===== config.mk =====
export PLATFORM = sky130hd
export DESIGN_NAME = adc_status_flag_logic
export DESIGN_NICKNAME = d
export VERILOG_FILES = /design/src/adc_status_pkg.sv /design/src/result_pointer_counter.sv /design/src/done_flags_high.sv /design/src/adc_status_flag_logic.sv
export VERILOG_INCLUDE_DIRS = /design/src
export SDC_FILE = /design/constraint.sdc
export NUM_CORES = 1
export LEC_CHECK = 0
export BUFFER_PORTS_ARGS = -buffer_cell sky130_fd_sc_hd__buf_2
export CELL_PAD_IN_SITES_DETAIL_PLACEMENT = 1
export CELL_PAD_IN_SITES_GLOBAL_PLACEMENT = 1
export CORE_UTILIZATION = 34
export CTS_CLUSTER_DIAMETER = 120
export CTS_CLUSTER_SIZE = 8
export DETAILED_ROUTE_END_ITERATION = 8
export GPL_TIMING_DRIVEN = 0
export PLACE_DENSITY = 0.88
export SETUP_SLACK_MARGIN = 0.02
export SLEW_MARGIN = 20
export SYNTH_ARGS = -nofsm -noshare
export SYNTH_HDL_FRONTEND = slang
export SYNTH_SLANG_ARGS = --single-unit

===== constraint.sdc =====
create_clock -name clk -period 2.95 [get_ports clk]
set_input_delay 0.59 -clock clk [delete_from_list [all_inputs] [get_ports clk]]
set_output_delay 0.59 -clock clk [all_outputs]
set_load 0.1 [all_outputs]

===== src/adc_status_defs.svh =====
// register offsets, field positions and reset values for the flag logic
`ifndef ADC_STATUS_DEFS_SVH
`define ADC_STATUS_DEFS_SVH
`define OFS_SEQ_STATUS 8'h00
`define OFS_RSVD_TEST 8'h04
`define OFS_SPC_TEST 8'h08
`define OFS_DONE_HIGH 8'h0c
`define SEQ_DONE_BIT 7
`define TRIG_OVR_BIT 5
`define RES_OVR_BIT 4
`define SPC_EN_BIT 0
`define FLAG_RST 1'b0
`define TEST_RST 8'h00
`define DONE_HIGH_BASE 4'h8
`endif


===== src/adc_status_pkg.sv =====
// types shared by the converter status flag logic
package adc_status_pkg;
  typedef struct packed {
    logic seqStart;
    logic seqEnd;
    logic convComplete;
    logic trigEdge;
    logic seqBusy;
  } seq_events_t;
  typedef struct packed {
    logic autoClearFast;
    logic extTrigLevelMode;
    logic fifoMode;
    logic specialMode;
  } mode_t;
  typedef enum logic [2:0] {
    SEL_NORMAL = 3'b000,
    SEL_REF_HIGH = 3'b001,
    SEL_REF_LOW = 3'b010,
    SEL_REF_MID = 3'b011,
    SEL_RESERVED = 3'b100
  } chan_route_t;
endpackage : adc_status_pkg


===== src/result_pointer_counter.sv =====
// result pointer counter of the conversion sequencer
`timescale 1ns/10ps
module result_pointer_counter #(
  parameter int W = 4
) (
  input wire logic clk,
  input wire logic reset,
  input wire logic ce,
  input wire logic ctrlWrite,
  input wire logic seqStart,
  input wire logic seqEnd,
  input wire logic convComplete,
  input wire logic fifoMode,
  output logic [W-1:0] count
);
  always_ff @(posedge clk) begin
    if (reset) begin
      count <= '0;
    end else if (ce) begin
      if (ctrlWrite) begin
        count <= '0;
      end else if (!fifoMode && (seqStart || seqEnd)) begin
        count <= '0;
      end else if (convComplete) begin
        count <= W'(count + 1'b1);
      end
    end
  end

  // ----------------------------------------------------------------
  // checks
  // ----------------------------------------------------------------
  property p_ctrl_clear;
    @(posedge clk) disable iff (reset)
    ce && ctrlWrite |=> count == '0;
  endproperty
  a_ctrl_clear: assert property (p_ctrl_clear)
    else $error("counter not cleared by control write");
  property p_wrap;
    @(posedge clk) disable iff (reset)
    ce && fifoMode && !ctrlWrite && convComplete && (&count)
      |=> count == '0;
  endproperty
  a_wrap: assert property (p_wrap)
    else $error("counter did not wrap");
  property p_bounds;
    @(posedge clk) disable iff (reset)
    ce && !fifoMode && !ctrlWrite && seqEnd |=> count == '0;
  endproperty
  a_bounds: assert property (p_bounds)
    else $error("counter not zeroed at sequence end");
endmodule : result_pointer_counter


===== src/done_flags_high.sv =====
// upper conversion completion flags with read-arm clearing
`timescale 1ns/10ps
module done_flags_high #(
  parameter int N = 8,
  parameter logic [3:0] BASE = 4'h8
) (
  input wire logic clk,
  input wire logic reset,
  input wire logic ce,
  input wire logic setValid,
  input wire logic [3:0] setIdx,
  input wire logic convStartWrite,
  input wire logic flagRegRead,
  input wire logic resultRead,
  input wire logic [3:0] resultReadIdx,
  input wire logic autoClearFast,
  output logic [N-1:0] flags
);
  logic [N-1:0] armed_r;
  logic [N-1:0] setHit;
  logic [N-1:0] readClr;

  function automatic logic idxMatch(input logic [3:0] idx, input int i);
    idxMatch = (idx == 4'(BASE + 4'(i)));
  endfunction : idxMatch

  always_comb begin
    for (int i = 0; i < N; i++) begin
      setHit[i] = setValid && idxMatch(setIdx, i);
      readClr[i] = resultRead && idxMatch(resultReadIdx, i) &&
        (autoClearFast || armed_r[i]);
    end
  end

  // start write beats a set, a set beats a read clear
  always_ff @(posedge clk) begin
    if (reset) begin
      flags <= '0;
    end else if (ce) begin
      if (convStartWrite) begin
        flags <= '0;
      end else begin
        flags <= setHit | (flags & ~readClr);
      end
    end
  end

  // a flag register read arms the slow clear for flags then set
  always_ff @(posedge clk) begin
    if (reset) begin
      armed_r <= '0;
    end else if (ce) begin
      if (convStartWrite) begin
        armed_r <= '0;
      end else if (flagRegRead) begin
        armed_r <= flags;
      end else begin
        armed_r <= armed_r & ~readClr;
      end
    end
  end

  // ----------------------------------------------------------------
  // checks
  // ----------------------------------------------------------------
  property p_start_wins;
    @(posedge clk) disable iff (reset)
    ce && convStartWrite |=> flags == '0;
  endproperty
  a_start_wins: assert property (p_start_wins)
    else $error("start write did not clear completion flags");
  property p_set_wins;
    @(posedge clk) disable iff (reset)
    ce && !convStartWrite && (setHit != '0) |=> (flags & $past(setHit))
      == $past(setHit);
  endproperty
  a_set_wins: assert property (p_set_wins)
    else $error("completion flag not set");
endmodule : done_flags_high


===== src/adc_status_flag_logic.sv =====
// status flags, test registers and apb slave of the converter sequencer
//
// Our own choices: the APB slave port and the placing of the registers.
`timescale 1ns/10ps
`include "adc_status_defs.svh"
module adc_status_flag_logic (
  input wire logic clk,
  input wire logic reset,
  input wire logic ce,
  input wire logic psel,
  input wire logic penable,
  input wire logic pwrite,
  input wire logic [7:0] paddr,
  input wire logic [31:0] pwdata,
  output logic [31:0] prdata,
  output logic pready,
  output logic pslverr,
  input wire adc_status_pkg::seq_events_t events,
  input wire adc_status_pkg::mode_t mode,
  input wire logic convStartWrite,
  input wire logic ctrlAbortWrite,
  input wire logic resultRead,
  input wire logic [3:0] resultReadIdx,
  input wire logic [7:0] lowerDoneFlags,
  input wire logic [3:0] chanSel,
  output logic [3:0] resultPointerCount,
  output logic [7:0] doneFlagsHigh,
  output logic specialChannelEnable,
  output adc_status_pkg::chan_route_t chanRoute
);
  // ----------------------------------------------------------------
  // declarations
  // ----------------------------------------------------------------
  logic seqDone_r;
  logic trigOvr_r;
  logic resOvr_r;
  logic [7:0] rsvdTest_r;
  logic [7:0] spcTest_r;
  logic setupPhase;
  logic accessDone;
  logic wrStatus;
  logic wrRsvd;
  logic wrSpc;
  logic flagRegRead;
  logic ctrlWrite;
  logic anyStart;
  logic doneAtPointer;
  logic resOvrSet;
  logic trigOvrSet;
  logic [7:0] statusView;

  // ----------------------------------------------------------------
  // helpers
  // ----------------------------------------------------------------
  function automatic logic isMapped(input logic [7:0] a);
    isMapped = (a == `OFS_SEQ_STATUS) || (a == `OFS_RSVD_TEST) ||
      (a == `OFS_SPC_TEST) || (a == `OFS_DONE_HIGH);
  endfunction : isMapped

  function automatic logic hitWrite(input logic done, input logic wr,
    input logic [7:0] a, input logic [7:0] ofs);
    hitWrite = done && wr && (a == ofs);
  endfunction : hitWrite

  function automatic adc_status_pkg::chan_route_t routeOf(
    input logic en, input logic [3:0] sel);
    if (!en) begin
      routeOf = adc_status_pkg::SEL_NORMAL;
    end else begin
      unique case (sel)
        4'h4: routeOf = adc_status_pkg::SEL_REF_HIGH;
        4'h5: routeOf = adc_status_pkg::SEL_REF_LOW;
        4'h6: routeOf = adc_status_pkg::SEL_REF_MID;
        default: routeOf = adc_status_pkg::SEL_RESERVED;
      endcase
    end
  endfunction : routeOf

  // ----------------------------------------------------------------
  // apb slave
  // ----------------------------------------------------------------
  // read data is captured in the setup cycle so it leaves a flop;
  // the cost is that a flag set during the access cycle shows next read
  assign setupPhase = psel && !penable;
  assign accessDone = psel && penable && pready;
  assign wrStatus = hitWrite(accessDone, pwrite, paddr, `OFS_SEQ_STATUS);
  assign wrRsvd = hitWrite(accessDone, pwrite, paddr, `OFS_RSVD_TEST);
  assign wrSpc = hitWrite(accessDone, pwrite, paddr, `OFS_SPC_TEST);
  assign flagRegRead = accessDone && !pwrite && (paddr == `OFS_DONE_HIGH);

  always_ff @(posedge clk) begin
    if (reset) begin
      pready <= 1'b0;
    end else if (ce) begin
      pready <= setupPhase;
    end
  end

  always_ff @(posedge clk) begin
    if (reset) begin
      pslverr <= 1'b0;
    end else if (ce) begin
      pslverr <= setupPhase && !isMapped(paddr);
    end
  end

  assign statusView = {seqDone_r, 1'b0, trigOvr_r, resOvr_r,
    resultPointerCount};

  always_ff @(posedge clk) begin
    if (reset) begin
      prdata <= 32'h0000_0000;
    end else if (ce) begin
      if (setupPhase && !pwrite) begin
        unique case (paddr)
          `OFS_SEQ_STATUS: prdata <= {24'h00_0000, statusView};
          `OFS_RSVD_TEST: prdata <= {24'h00_0000, rsvdTest_r};
          `OFS_SPC_TEST: prdata <= {24'h00_0000, 2'b00,
            spcTest_r[5:0]};
          `OFS_DONE_HIGH: prdata <= {24'h00_0000, doneFlagsHigh};
          default: prdata <= 32'h0000_0000;
        endcase
      end else begin
        prdata <= 32'h0000_0000;
      end
    end
  end

  // ----------------------------------------------------------------
  // sequencer event decode
  // ----------------------------------------------------------------
  assign ctrlWrite = convStartWrite || ctrlAbortWrite;
  assign anyStart = convStartWrite || events.seqStart;
  assign doneAtPointer = resultPointerCount[3] ?
    doneFlagsHigh[resultPointerCount[2:0]] :
    lowerDoneFlags[resultPointerCount[2:0]];
  assign resOvrSet = events.convComplete && doneAtPointer;
  assign trigOvrSet = events.trigEdge && events.seqBusy &&
    !mode.extTrigLevelMode;

  // ----------------------------------------------------------------
  // status flags: hardware set wins over every clear here
  // ----------------------------------------------------------------
  always_ff @(posedge clk) begin
    if (reset) begin
      seqDone_r <= `FLAG_RST;
    end else if (ce) begin
      if (events.seqEnd) begin
        seqDone_r <= 1'b1;
      end else if ((wrStatus && pwdata[`SEQ_DONE_BIT]) || convStartWrite ||
        (resultRead && mode.autoClearFast)) begin
        seqDone_r <= 1'b0;
      end
    end
  end

  always_ff @(posedge clk) begin
    if (reset) begin
      trigOvr_r <= `FLAG_RST;
    end else if (ce) begin
      if (trigOvrSet) begin
        trigOvr_r <= 1'b1;
      end else if ((wrStatus && pwdata[`TRIG_OVR_BIT]) || ctrlWrite) begin
        trigOvr_r <= 1'b0;
      end
    end
  end

  always_ff @(posedge clk) begin
    if (reset) begin
      resOvr_r <= `FLAG_RST;
    end else if (ce) begin
      if (resOvrSet) begin
        resOvr_r <= 1'b1;
      end else if ((wrStatus && pwdata[`RES_OVR_BIT]) || anyStart) begin
        resOvr_r <= 1'b0;
      end
    end
  end

  // ----------------------------------------------------------------
  // test registers
  // ----------------------------------------------------------------
  always_ff @(posedge clk) begin
    if (reset) begin
      rsvdTest_r <= `TEST_RST;
    end else if (ce && wrRsvd && mode.specialMode) begin
      rsvdTest_r <= pwdata[7:0];
    end
  end

  always_ff @(posedge clk) begin
    if (reset) begin
      spcTest_r <= `TEST_RST;
    end else if (ce && wrSpc) begin
      spcTest_r <= pwdata[7:0];
    end
  end

  always_ff @(posedge clk) begin
    if (reset) begin
      specialChannelEnable <= 1'b0;
    end else if (ce && wrSpc) begin
      specialChannelEnable <= pwdata[`SPC_EN_BIT];
    end
  end

  // routing follows the select bits a cycle late, from a flop
  always_ff @(posedge clk) begin
    if (reset) begin
      chanRoute <= adc_status_pkg::SEL_NORMAL;
    end else if (ce) begin
      chanRoute <= routeOf(specialChannelEnable, chanSel);
    end
  end

  // ----------------------------------------------------------------
  // counter and upper completion flags
  // ----------------------------------------------------------------
  // status writes are not wired to the counter at all
  result_pointer_counter #(
    .W(4)
  ) u_counter (
    .clk(clk),
    .reset(reset),
    .ce(ce),
    .ctrlWrite(ctrlWrite),
    .seqStart(anyStart),
    .seqEnd(events.seqEnd),
    .convComplete(events.convComplete),
    .fifoMode(mode.fifoMode),
    .count(resultPointerCount)
  );

  // writes to the flag register reach nothing below
  done_flags_high #(
    .N(8),
    .BASE(`DONE_HIGH_BASE)
  ) u_done_high (
    .clk(clk),
    .reset(reset),
    .ce(ce),
    .setValid(events.convComplete),
    .setIdx(resultPointerCount),
    .convStartWrite(convStartWrite),
    .flagRegRead(flagRegRead),
    .resultRead(resultRead),
    .resultReadIdx(resultReadIdx),
    .autoClearFast(mode.autoClearFast),
    .flags(doneFlagsHigh)
  );

  // ----------------------------------------------------------------
  // checks
  // ----------------------------------------------------------------
  property p_seq_done_set;
    @(posedge clk) disable iff (reset)
    ce && events.seqEnd |=> seqDone_r;
  endproperty
  a_seq_done_set: assert property (p_seq_done_set)
    else $error("sequence done flag not set at sequence end");

  property p_seq_done_clr;
    @(posedge clk) disable iff (reset)
    ce && !events.seqEnd && (convStartWrite ||
      (resultRead && mode.autoClearFast)) |=> !seqDone_r;
  endproperty
  a_seq_done_clr: assert property (p_seq_done_clr)
    else $error("sequence done flag not cleared");

  property p_trig_ovr;
    @(posedge clk) disable iff (reset)
    ce && events.trigEdge && events.seqBusy && !mode.extTrigLevelMode
      |=> trigOvr_r;
  endproperty
  a_trig_ovr: assert property (p_trig_ovr)
    else $error("trigger overrun not flagged");

  property p_trig_level;
    @(posedge clk) disable iff (reset)
    ce && !trigOvr_r && mode.extTrigLevelMode |=> !trigOvr_r;
  endproperty
  a_trig_level: assert property (p_trig_level)
    else $error("trigger overrun set in level mode");

  property p_trig_clr;
    @(posedge clk) disable iff (reset)
    ce && !trigOvrSet && ctrlAbortWrite |=> !trigOvr_r;
  endproperty
  a_trig_clr: assert property (p_trig_clr)
    else $error("trigger overrun not cleared by abort write");

  property p_res_ovr;
    @(posedge clk) disable iff (reset)
    ce && events.convComplete && resultPointerCount[3] &&
      doneFlagsHigh[resultPointerCount[2:0]] |=> resOvr_r;
  endproperty
  a_res_ovr: assert property (p_res_ovr)
    else $error("result overrun not flagged");

  property p_res_clr;
    @(posedge clk) disable iff (reset)
    ce && !resOvrSet && events.seqStart |=> !resOvr_r;
  endproperty
  a_res_clr: assert property (p_res_clr)
    else $error("result overrun not cleared at sequence start");

  property p_status_wr_count;
    @(posedge clk) disable iff (reset)
    ce && wrStatus && !ctrlWrite && !anyStart && !events.seqEnd &&
      !events.convComplete |=> $stable(resultPointerCount);
  endproperty
  a_status_wr_count: assert property (p_status_wr_count)
    else $error("status write moved the counter");

  property p_zero_write;
    @(posedge clk) disable iff (reset)
    ce && wrStatus && pwdata[7:0] == 8'h00 && seqDone_r &&
      !convStartWrite && !resultRead |=> seqDone_r;
  endproperty
  a_zero_write: assert property (p_zero_write)
    else $error("writing zero cleared the flag");

  property p_rsvd_normal;
    @(posedge clk) disable iff (reset)
    ce && wrRsvd && !mode.specialMode |=> $stable(rsvdTest_r);
  endproperty
  a_rsvd_normal: assert property (p_rsvd_normal)
    else $error("reserved test written in normal mode");

  property p_route;
    @(posedge clk) disable iff (reset)
    ce && specialChannelEnable && chanSel == 4'h5 ##1 ce
      |-> chanRoute == adc_status_pkg::SEL_REF_LOW;
  endproperty
  a_route: assert property (p_route)
    else $error("special channel routing wrong");

  property p_apb_answer;
    @(posedge clk) disable iff (reset)
    ce && setupPhase ##1 ce |-> pready;
  endproperty
  a_apb_answer: assert property (p_apb_answer)
    else $error("apb slave did not answer in one access cycle");

  c_overrun: cover property (@(posedge clk) disable iff (reset)
    resOvrSet ##1 resOvr_r);
  c_scan_twice: cover property (@(posedge clk) disable iff (reset)
    events.seqEnd ##[1:50] events.seqEnd);
  c_slow_clear: cover property (@(posedge clk) disable iff (reset)
    flagRegRead ##[1:20] (resultRead && resultReadIdx[3]));
  c_ref_mid: cover property (@(posedge clk) disable iff (reset)
    chanRoute == adc_status_pkg::SEL_REF_MID);
endmodule : adc_status_flag_logic


==> results.sh, run 1 <==
export IMPL_seqPwrFrac_pct=45.0
export IMPL_rows=33
export IMPL_diodes=0
export IMPL_yosys_top_cells_area="dfxtp_1, buf_4, mux4_2"
export IMPL_ant_nets=0
export IMPL_first_pass_iters=4
export IMPL_hold_path_depth=2
export IMPL_final_max_slew_viol_count=0
export IMPL_rsz0062_at_grt="false"
export IMPL_ios=124
export IMPL_yosysSeqAreaShare_pct=35.0
export IMPL_cp_data_arrival_time_ns=2.46
export IMPL_worst_pin_slew_ns=0.837
export IMPL_vias=3060
export IMPL_wl_per_cell_um=18.3
export IMPL_place_gp_congestion=0.880
export IMPL_crit_path_end_kind="flip-flop"
export IMPL_clock_sinks=50
export IMPL_cts_tree="done"
export IMPL_timing_fmax_mhz=443
export IMPL_status="finished, final reports clean"
export IMPL_grt_pass1_vias=3101
export IMPL_final_hold_violation_count=0
export IMPL_fp_dieH_um=93.7
export IMPL_cts_buffers=5
export IMPL_placed_area_um2=3430
export IMPL_synth_top_area_share_pct=35.0
export IMPL_setup_viol=0
export IMPL_nets=509
export IMPL_async_flop_share_pct=0
export IMPL_worst_hold_startpoint="chanRoute[1]$_SDFFE_PP0P_"
export IMPL_avgSynthCellArea_um2=8.64
export IMPL_path_class="input pin to flip-flop"
export IMPL_cpPeakStageDelay_ns=0.68
export IMPL_htreeDepth=2
export IMPL_postCtsSetupBuffers=0
export IMPL_yosys_area_top_type="dfxtp_1"
export IMPL_timing_rr_start="pready$_SDFFE_PP0P_"
export IMPL_design_area_um2=3540
export IMPL_drc_errors=0
export IMPL_swShare_pct=33.1
export IMPL_dp_hpwl_um=7420
export IMPL_finalCritPeriodShare_pct=76.6
export IMPL_min_to="chanRoute[1]$_SDFFE_PP0P_"
export IMPL_p_leak_nw=1.43
export IMPL_via_per_inst=5.70
export IMPL_reg2reg_slack_ns=0.95
export IMPL_syn_inst=331
export IMPL_p_int_mw=1.01
export IMPL_path_cells="buf_2 -> or4_4 -> o41ai_2 -> o21ai_0 -> a32o_1"
export IMPL_port_buffers=70
export IMPL_antenna_found_initial=0
export IMPL_relSlewSlack_pct=43.4
export IMPL_hold_buffers=0
export IMPL_rr_worst_depth=6
export IMPL_hp_class="flip-flop to flip-flop"
export IMPL_drt_total_wl_um=9820
export IMPL_drv_cap=0
export IMPL_comb_power_share_pct=20.9
export IMPL_root_buffer="clkbuf_8"
export IMPL_synth_distinct_cells=48
export IMPL_cts_buffer_depth=2
export IMPL_cp_max_fo=7
export IMPL_startpoint_type="input pin"
export IMPL_insertion_delay_ns=0.31
export IMPL_synth_warnings=0
export IMPL_grt_pass1_wl_um=15500
export IMPL_crit_path_top_delay_cell="o41ai_2"
export IMPL_first_iter_violations=235
export IMPL_cts_resized=0
export IMPL_die_w_um=93.7
export IMPL_synth_most_common_cell="dfxtp_1"
export IMPL_rr_endpoint="spcTest_r[4]$_SDFFE_PP0P_"
export IMPL_power_density_nw_per_um2=426
export IMPL_yosys_top_cells_count="dfxtp_1, nor2_1, o21ai_0, a21oi_1, buf_4"
export IMPL_hold_worst_slack_ns=0.472
export IMPL_gr_total_overflow=0
export IMPL_coreArea_um2=8180
export IMPL_fin_util_pct=43.4
export IMPL_die_area_um2=8780
export IMPL_p_switching_uw=500
export IMPL_finalSetupTns_ns=0
export IMPL_worstPathRequired_ns=3.16
export IMPL_grt_start_max_net_pins=18
export IMPL_ys_ff_latch=50
export IMPL_finalCriticalPeriod_ns=2.26
export IMPL_synthToLayoutAreaGrowth_pct=23.9
export IMPL_cp_num_buf_inv=1
export IMPL_ir_worst_vdd_mv=0.183
export IMPL_drive_gt1_share_pct=27.5
export IMPL_synth_edff_count=0
export IMPL_power_mw=1.51
export IMPL_start_util_pct=35.0
export IMPL_path_clk_slew_ns=0.10
export IMPL_synth_area_um2=2860
export IMPL_skew_ns=0.00815
export IMPL_grt_use_total_pct=22.7
export IMPL_clkPwrFrac_pct=34.1
export IMPL_critical_path_top_delay_family="compound AO/OA/AOI/OAI gates"
export IMPL_synth_main_ff_cell="dfxtp_1"
## registers in the layout, indices dropped and copies added (netlist names)
register,flops
chanRoute,3
prdata,8
pready,1
pslverr,1
resOvr_r,1
rsvdTest_r,8
seqDone_r,1
spcTest_r,6
trigOvr_r,1
u_counter.count,4
u_done_high.armed_r,8
u_done_high.flags,8
## kinds of logic after synthesis
group	share of synthesized area [%]
buf+inv	10.1
other cells	0.131
xor+xnor	0.306
fa+ha+maj	1.75
compound gates	22.9
flops	35.0
mux	9.14
simple gates	20.6
## metal layers
layer	vias up	routed length, µm	GRT usage, %	part of all wire, %
met5	-	0	0	0
met4	0	259	9.62	2.6
met2	136	4870	38.9	50
met3	24	672	3.32	6.8
met1	1503	4020	28.3	41
li1	1397	-	-	-
## metrics by stage
| stage | std cells | setup WS [ns] |
|---|---|---|
| 2_1_floorplan | 354 | 0.629 |
| 3_3_place_gp | 529 | 0.429 |
| 3_5_place_dp | 529 | 0.364 |
| 4_1_cts | 537 | 0.704 |
| 5_1_grt | 537 | 0.582 |
| 6_report | 537 | 0.691 |
## worst max path at each step
stage,startpoint,endpoint,slack [ns],depth (start not counted)
global placement,paddr[5],u_done_high.armed_r[0]$_SDFFE_PP0P_,0.43,5
CTS,paddr[5],u_done_high.armed_r[6]$_SDFFE_PP0P_,0.70,5
floorplan,pready$_SDFFE_PP0P_,u_done_high.armed_r[7]$_SDFFE_PP0P_,0.63,4
global route,paddr[5],u_done_high.armed_r[6]$_SDFFE_PP0P_,0.58,5
finish,paddr[5],u_done_high.armed_r[6]$_SDFFE_PP0P_,0.69,5
detailed placement,paddr[5],u_done_high.armed_r[6]$_SDFFE_PP0P_,0.36,5
## power by group through the flow
stage,logic [mW],clock network (mW),registers (mW)
floorplan,0.230,0,0.704
global placement,0.305,0,0.695
detailed placement,0.311,0,0.696
CTS,0.312,0.519,0.680
global route,0.331,0.544,0.680
finish,0.315,0.515,0.680
## worst min-delay path: stages, from the launching register on
cell and delay (ns):
dfxtp_1 0.32, nand2_1 0.06, a21oi_1 0.05
## area by class of cell
type                    instances  area [µm²]
repair buffers                 70         350
well taps                     105         131
clock inverters                 3        47.5
fillers                      1041        4630
flip-flops and latches         50        1000
multi-input cells             251        1660
inverters                       6        22.5
clock buffers                   5        68.8
plain buffers                  47         267
## cell usage in the layout, fill, tap and decap left out, types with 2 or more instances in the layout
cell type / Yosys / routed
a32o_1: 7 / 7
and3b_1: 2 / 2
buf_4: 24 / 24
inv_6: 0 / 2
and3_1: 3 / 3
a31oi_1: 2 / 2
nand3_1: 22 / 22
o311ai_0: 4 / 4
dfxtp_1: 50 / 50
clkbuf_8: 0 / 5
a21oi_1: 27 / 27
nand2_1: 9 / 9
a22oi_1: 13 / 13
nor4_2: 2 / 2
mux4_2: 8 / 8
a222oi_1: 3 / 3
o2111ai_1: 5 / 5
nor2b_1: 6 / 6
a31o_2: 2 / 2
nor4b_1: 2 / 2
or4_1: 2 / 2
nor2_1: 32 / 32
nand3b_1: 6 / 6
clkbuf_1: 19 / 19
nand4_1: 4 / 4
and4_1: 2 / 2
mux2i_1: 7 / 7
a32oi_1: 2 / 2
conb_1: 1 / 24
nand2b_1: 3 / 3
inv_1: 6 / 6
buf_1: 4 / 4
o21ai_0: 28 / 28
buf_2: 0 / 70
ha_1: 4 / 4
o211ai_1: 2 / 2
nor3_1: 4 / 4
Power figures use the tool's default switching activity.
==> run 2: changes to the inputs <==
--- a/config.mk
+++ b/config.mk
@@ -6,15 +6,16 @@
 export SDC_FILE = /design/constraint.sdc
 export NUM_CORES = 1
 export LEC_CHECK = 0
+export ABC_AREA = 1
 export BUFFER_PORTS_ARGS = -buffer_cell sky130_fd_sc_hd__buf_2
 export CELL_PAD_IN_SITES_DETAIL_PLACEMENT = 1
 export CELL_PAD_IN_SITES_GLOBAL_PLACEMENT = 1
-export CORE_UTILIZATION = 34
+export CORE_UTILIZATION = 33
 export CTS_CLUSTER_DIAMETER = 120
 export CTS_CLUSTER_SIZE = 8
 export DETAILED_ROUTE_END_ITERATION = 8
 export GPL_TIMING_DRIVEN = 0
-export PLACE_DENSITY = 0.88
+export PLACE_DENSITY = 0.89
 export SETUP_SLACK_MARGIN = 0.02
 export SLEW_MARGIN = 20
 export SYNTH_ARGS = -nofsm -noshare
==> constraint.sdc (replaced) <==
create_clock -name clk -period 2.3 [get_ports clk]
set_input_delay 0.46 -clock clk [delete_from_list [all_inputs] [get_ports clk]]
set_output_delay 0.46 -clock clk [all_outputs]
set_load 0.1 [all_outputs]
==> run 2 against run 1 <==
- sequential power is 28% higher
- register-to-register slack worse by 0.35 ns
- area after synthesis up 6.8%
- combinational power increased by 24%
- clock power rose by 52%
- clock-buffer cell count is 1 higher
- worst hold slack worse by 0.073 ns
- first-iteration DRC count down 44%
==> results.sh, run 2 <==
export IMPL_vias=3409
export IMPL_drv_cap=0
export IMPL_first_pass_iters=6
export IMPL_insertion_delay_ns=0.31
export IMPL_skew_ns=0.0114
export IMPL_cts_buffer_depth=2
export IMPL_clock_sinks=50
export IMPL_min_to="spcTest_r[0]$_SDFFE_PP0P_"
export IMPL_rr_endpoint="resOvr_r$_SDFFE_PP0P_"
export IMPL_path_class="flip-flop to output pin"
export IMPL_wl_per_cell_um=15.0
export IMPL_ant_nets=0
export IMPL_design_area_um2=3790
export IMPL_rr_worst_depth=10
export IMPL_final_common_cell="nand2_1"
export IMPL_root_buffer="clkbuf_8"
export IMPL_synth_distinct_cells=33
export IMPL_first_iter_violations=132
export IMPL_synth_most_common_cell="nand2_1"
export IMPL_worst_pin_slew_ns=0.596
export IMPL_yosys_area_top_type="dfxtp_1"
export IMPL_cpPeakStageDelay_ns=0.51
export IMPL_cp_num_buf_inv=1
export IMPL_startpoint_type="flip-flop"
export IMPL_synth_warnings=0
export IMPL_rsz0062_at_grt="false"
export IMPL_die_w_um=98.2
export IMPL_synth_area_um2=3050
export IMPL_grt_use_total_pct=22.5
export IMPL_syn_inst=470
export IMPL_final_max_slew_viol_count=0
export IMPL_yosysSeqAreaShare_pct=32.8
export IMPL_p_leak_nw=1.80
export IMPL_drive_gt1_share_pct=24.3
export IMPL_postCtsSetupBuffers=0
export IMPL_antenna_found_initial=0
export IMPL_async_flop_share_pct=0
export IMPL_fp_dieH_um=98.2
export IMPL_placed_area_um2=3650
export IMPL_yosys_top_cells_area="dfxtp_1, nand2_1, nand3_1"
export IMPL_path_cells="buf_2"
export IMPL_finalCriticalPeriod_ns=1.77
export IMPL_diodes=0
export IMPL_ys_ff_latch=50
export IMPL_rows=34
export IMPL_grt_pass1_vias=3574
export IMPL_hold_buffers=0
export IMPL_setup_viol=0
export IMPL_dpl_cell_count=675
export IMPL_synthToLayoutAreaGrowth_pct=24.0
export IMPL_layout_common_cells="nand2_1, buf_2, dfxtp_1"
export IMPL_timing_rr_start="u_counter.count[0]$_SDFFE_PP0P_"
export IMPL_cp_max_fo=8
export IMPL_cts_tree="done"
export IMPL_drt_total_wl_um=10300
export IMPL_fin_util_pct=42.8
export IMPL_crit_path_end_kind="output pin"
export IMPL_grt_start_max_net_pins=16
export IMPL_drc_errors=0
export IMPL_coreArea_um2=8850
export IMPL_via_per_inst=4.99
export IMPL_relSlewSlack_pct=60.2
export IMPL_grt_pass1_wl_um=17500
export IMPL_cts_resized=0
export IMPL_cts_buffers=5
export IMPL_yosys_top_cells_count="nand2_1, dfxtp_1, nand3_1, a21oi_1, inv_1"
export IMPL_finalCritPeriodShare_pct=77.1
export IMPL_htreeDepth=2
export IMPL_status="finished, final reports clean"
export IMPL_hp_class="input pin to flip-flop"
export IMPL_synth_main_ff_cell="dfxtp_1"
export IMPL_port_buffers=74
export IMPL_gr_total_overflow=0
export IMPL_power_mw=2.04
export IMPL_hold_path_depth=3
export IMPL_worst_hold_startpoint="pwdata[0]"
export IMPL_die_area_um2=9640
export IMPL_reg2reg_slack_ns=0.60
export IMPL_fill_cells=1212
export IMPL_power_density_nw_per_um2=539
export IMPL_timing_fmax_mhz=564
export IMPL_synth_top_area_share_pct=32.8
export IMPL_ir_worst_vdd_mv=0.320
export IMPL_avgSynthCellArea_um2=6.50
export IMPL_start_util_pct=34.5
export IMPL_worstPathRequired_ns=1.84
export IMPL_crit_path_top_delay_cell="dfxtp_1"
export IMPL_ios=124
export IMPL_cp_data_arrival_time_ns=1.31
export IMPL_final_hold_violation_count=0
export IMPL_fin_cells=683
export IMPL_synth_edff_count=0
export IMPL_path_clk_slew_ns=0.10
export IMPL_nets=652
export IMPL_place_gp_congestion=0.866
export IMPL_dp_hpwl_um=7930
export IMPL_critical_path_top_delay_family="flip-flops"
export IMPL_finalSetupTns_ns=0
## run 2: kinds of logic (layout without fill, tap and decap cells)
logic type               count (synthesis)  count (layout)  synth area share (%)
AO/OA/AOI/OAI                           96              96                  16.6
adder cells (fa/ha/maj)                  4               4                  1.64
buffers and inverters                   87             169                  14.3
flip-flops                              50              50                  32.8
other                                    1              24                 0.123
AND/OR/NAND/NOR                        232             232                  34.6
## run 2: how the worst max path moves through the flow
stage,start,endpoint,cells past startpoint
CTS,u_counter.count[2]$_SDFFE_PP0P_,resultPointerCount[2],1
detailed placement,paddr[7],u_done_high.armed_r[7]$_SDFFE_PP0P_,9
global placement,paddr[7],u_done_high.armed_r[3]$_SDFFE_PP0P_,9
floorplan,u_counter.count[0]$_SDFFE_PP0P_,u_done_high.flags[6]$_SDFFE_PP0P_,6
finish,u_counter.count[2]$_SDFFE_PP0P_,resultPointerCount[2],1
global route,u_counter.count[0]$_SDFFE_PP0P_,resOvr_r$_SDFFE_PP0P_,10
## run 2: report_power, final
part           switching, mW  total (mW)  leakage, nW  internal (mW)
Sequential           0.00310       0.872        0.403          0.869
Combinational          0.303       0.390         1.33         0.0875
Clock                  0.317       0.781       0.0714          0.464
## run 2: final cells by class
class / count / area (µm²) / area share, %
Multi-Input combinational cell: 356 / 1700 / 44.9
Tap cell: 108 / 135 / 3.57
Clock buffer: 6 / 82.6 / 2.18
Buffer: 38 / 251 / 6.64
Clock inverter: 2 / 60.1 / 1.59
Sequential cell: 50 / 1000 / 26.4
Inverter: 49 / 186 / 4.92
Timing Repair Buffer: 74 / 370 / 9.78
## run 2: routing by layer
metal	part of all wire (%)	vias up	track usage, %	wire, µm
met2	51	82	41.4	5270
met4	2.3	0	7.58	238
li1	-	1684	-	-
met1	43	1621	26.8	4400
met3	3.4	22	3.01	350
met5	0	-	0	0
## run 2: metrics by stage
stage | hold WS, ns | worst slack [ns]
after floorplan | 0.439 | 0.0896
after CTS | 0.403 | 0.528
after global routing | 0.416 | 0.460
final | 0.399 | 0.526
after detailed placement | 0.455 | 0.530
after global placement | 0.446 | 0.551
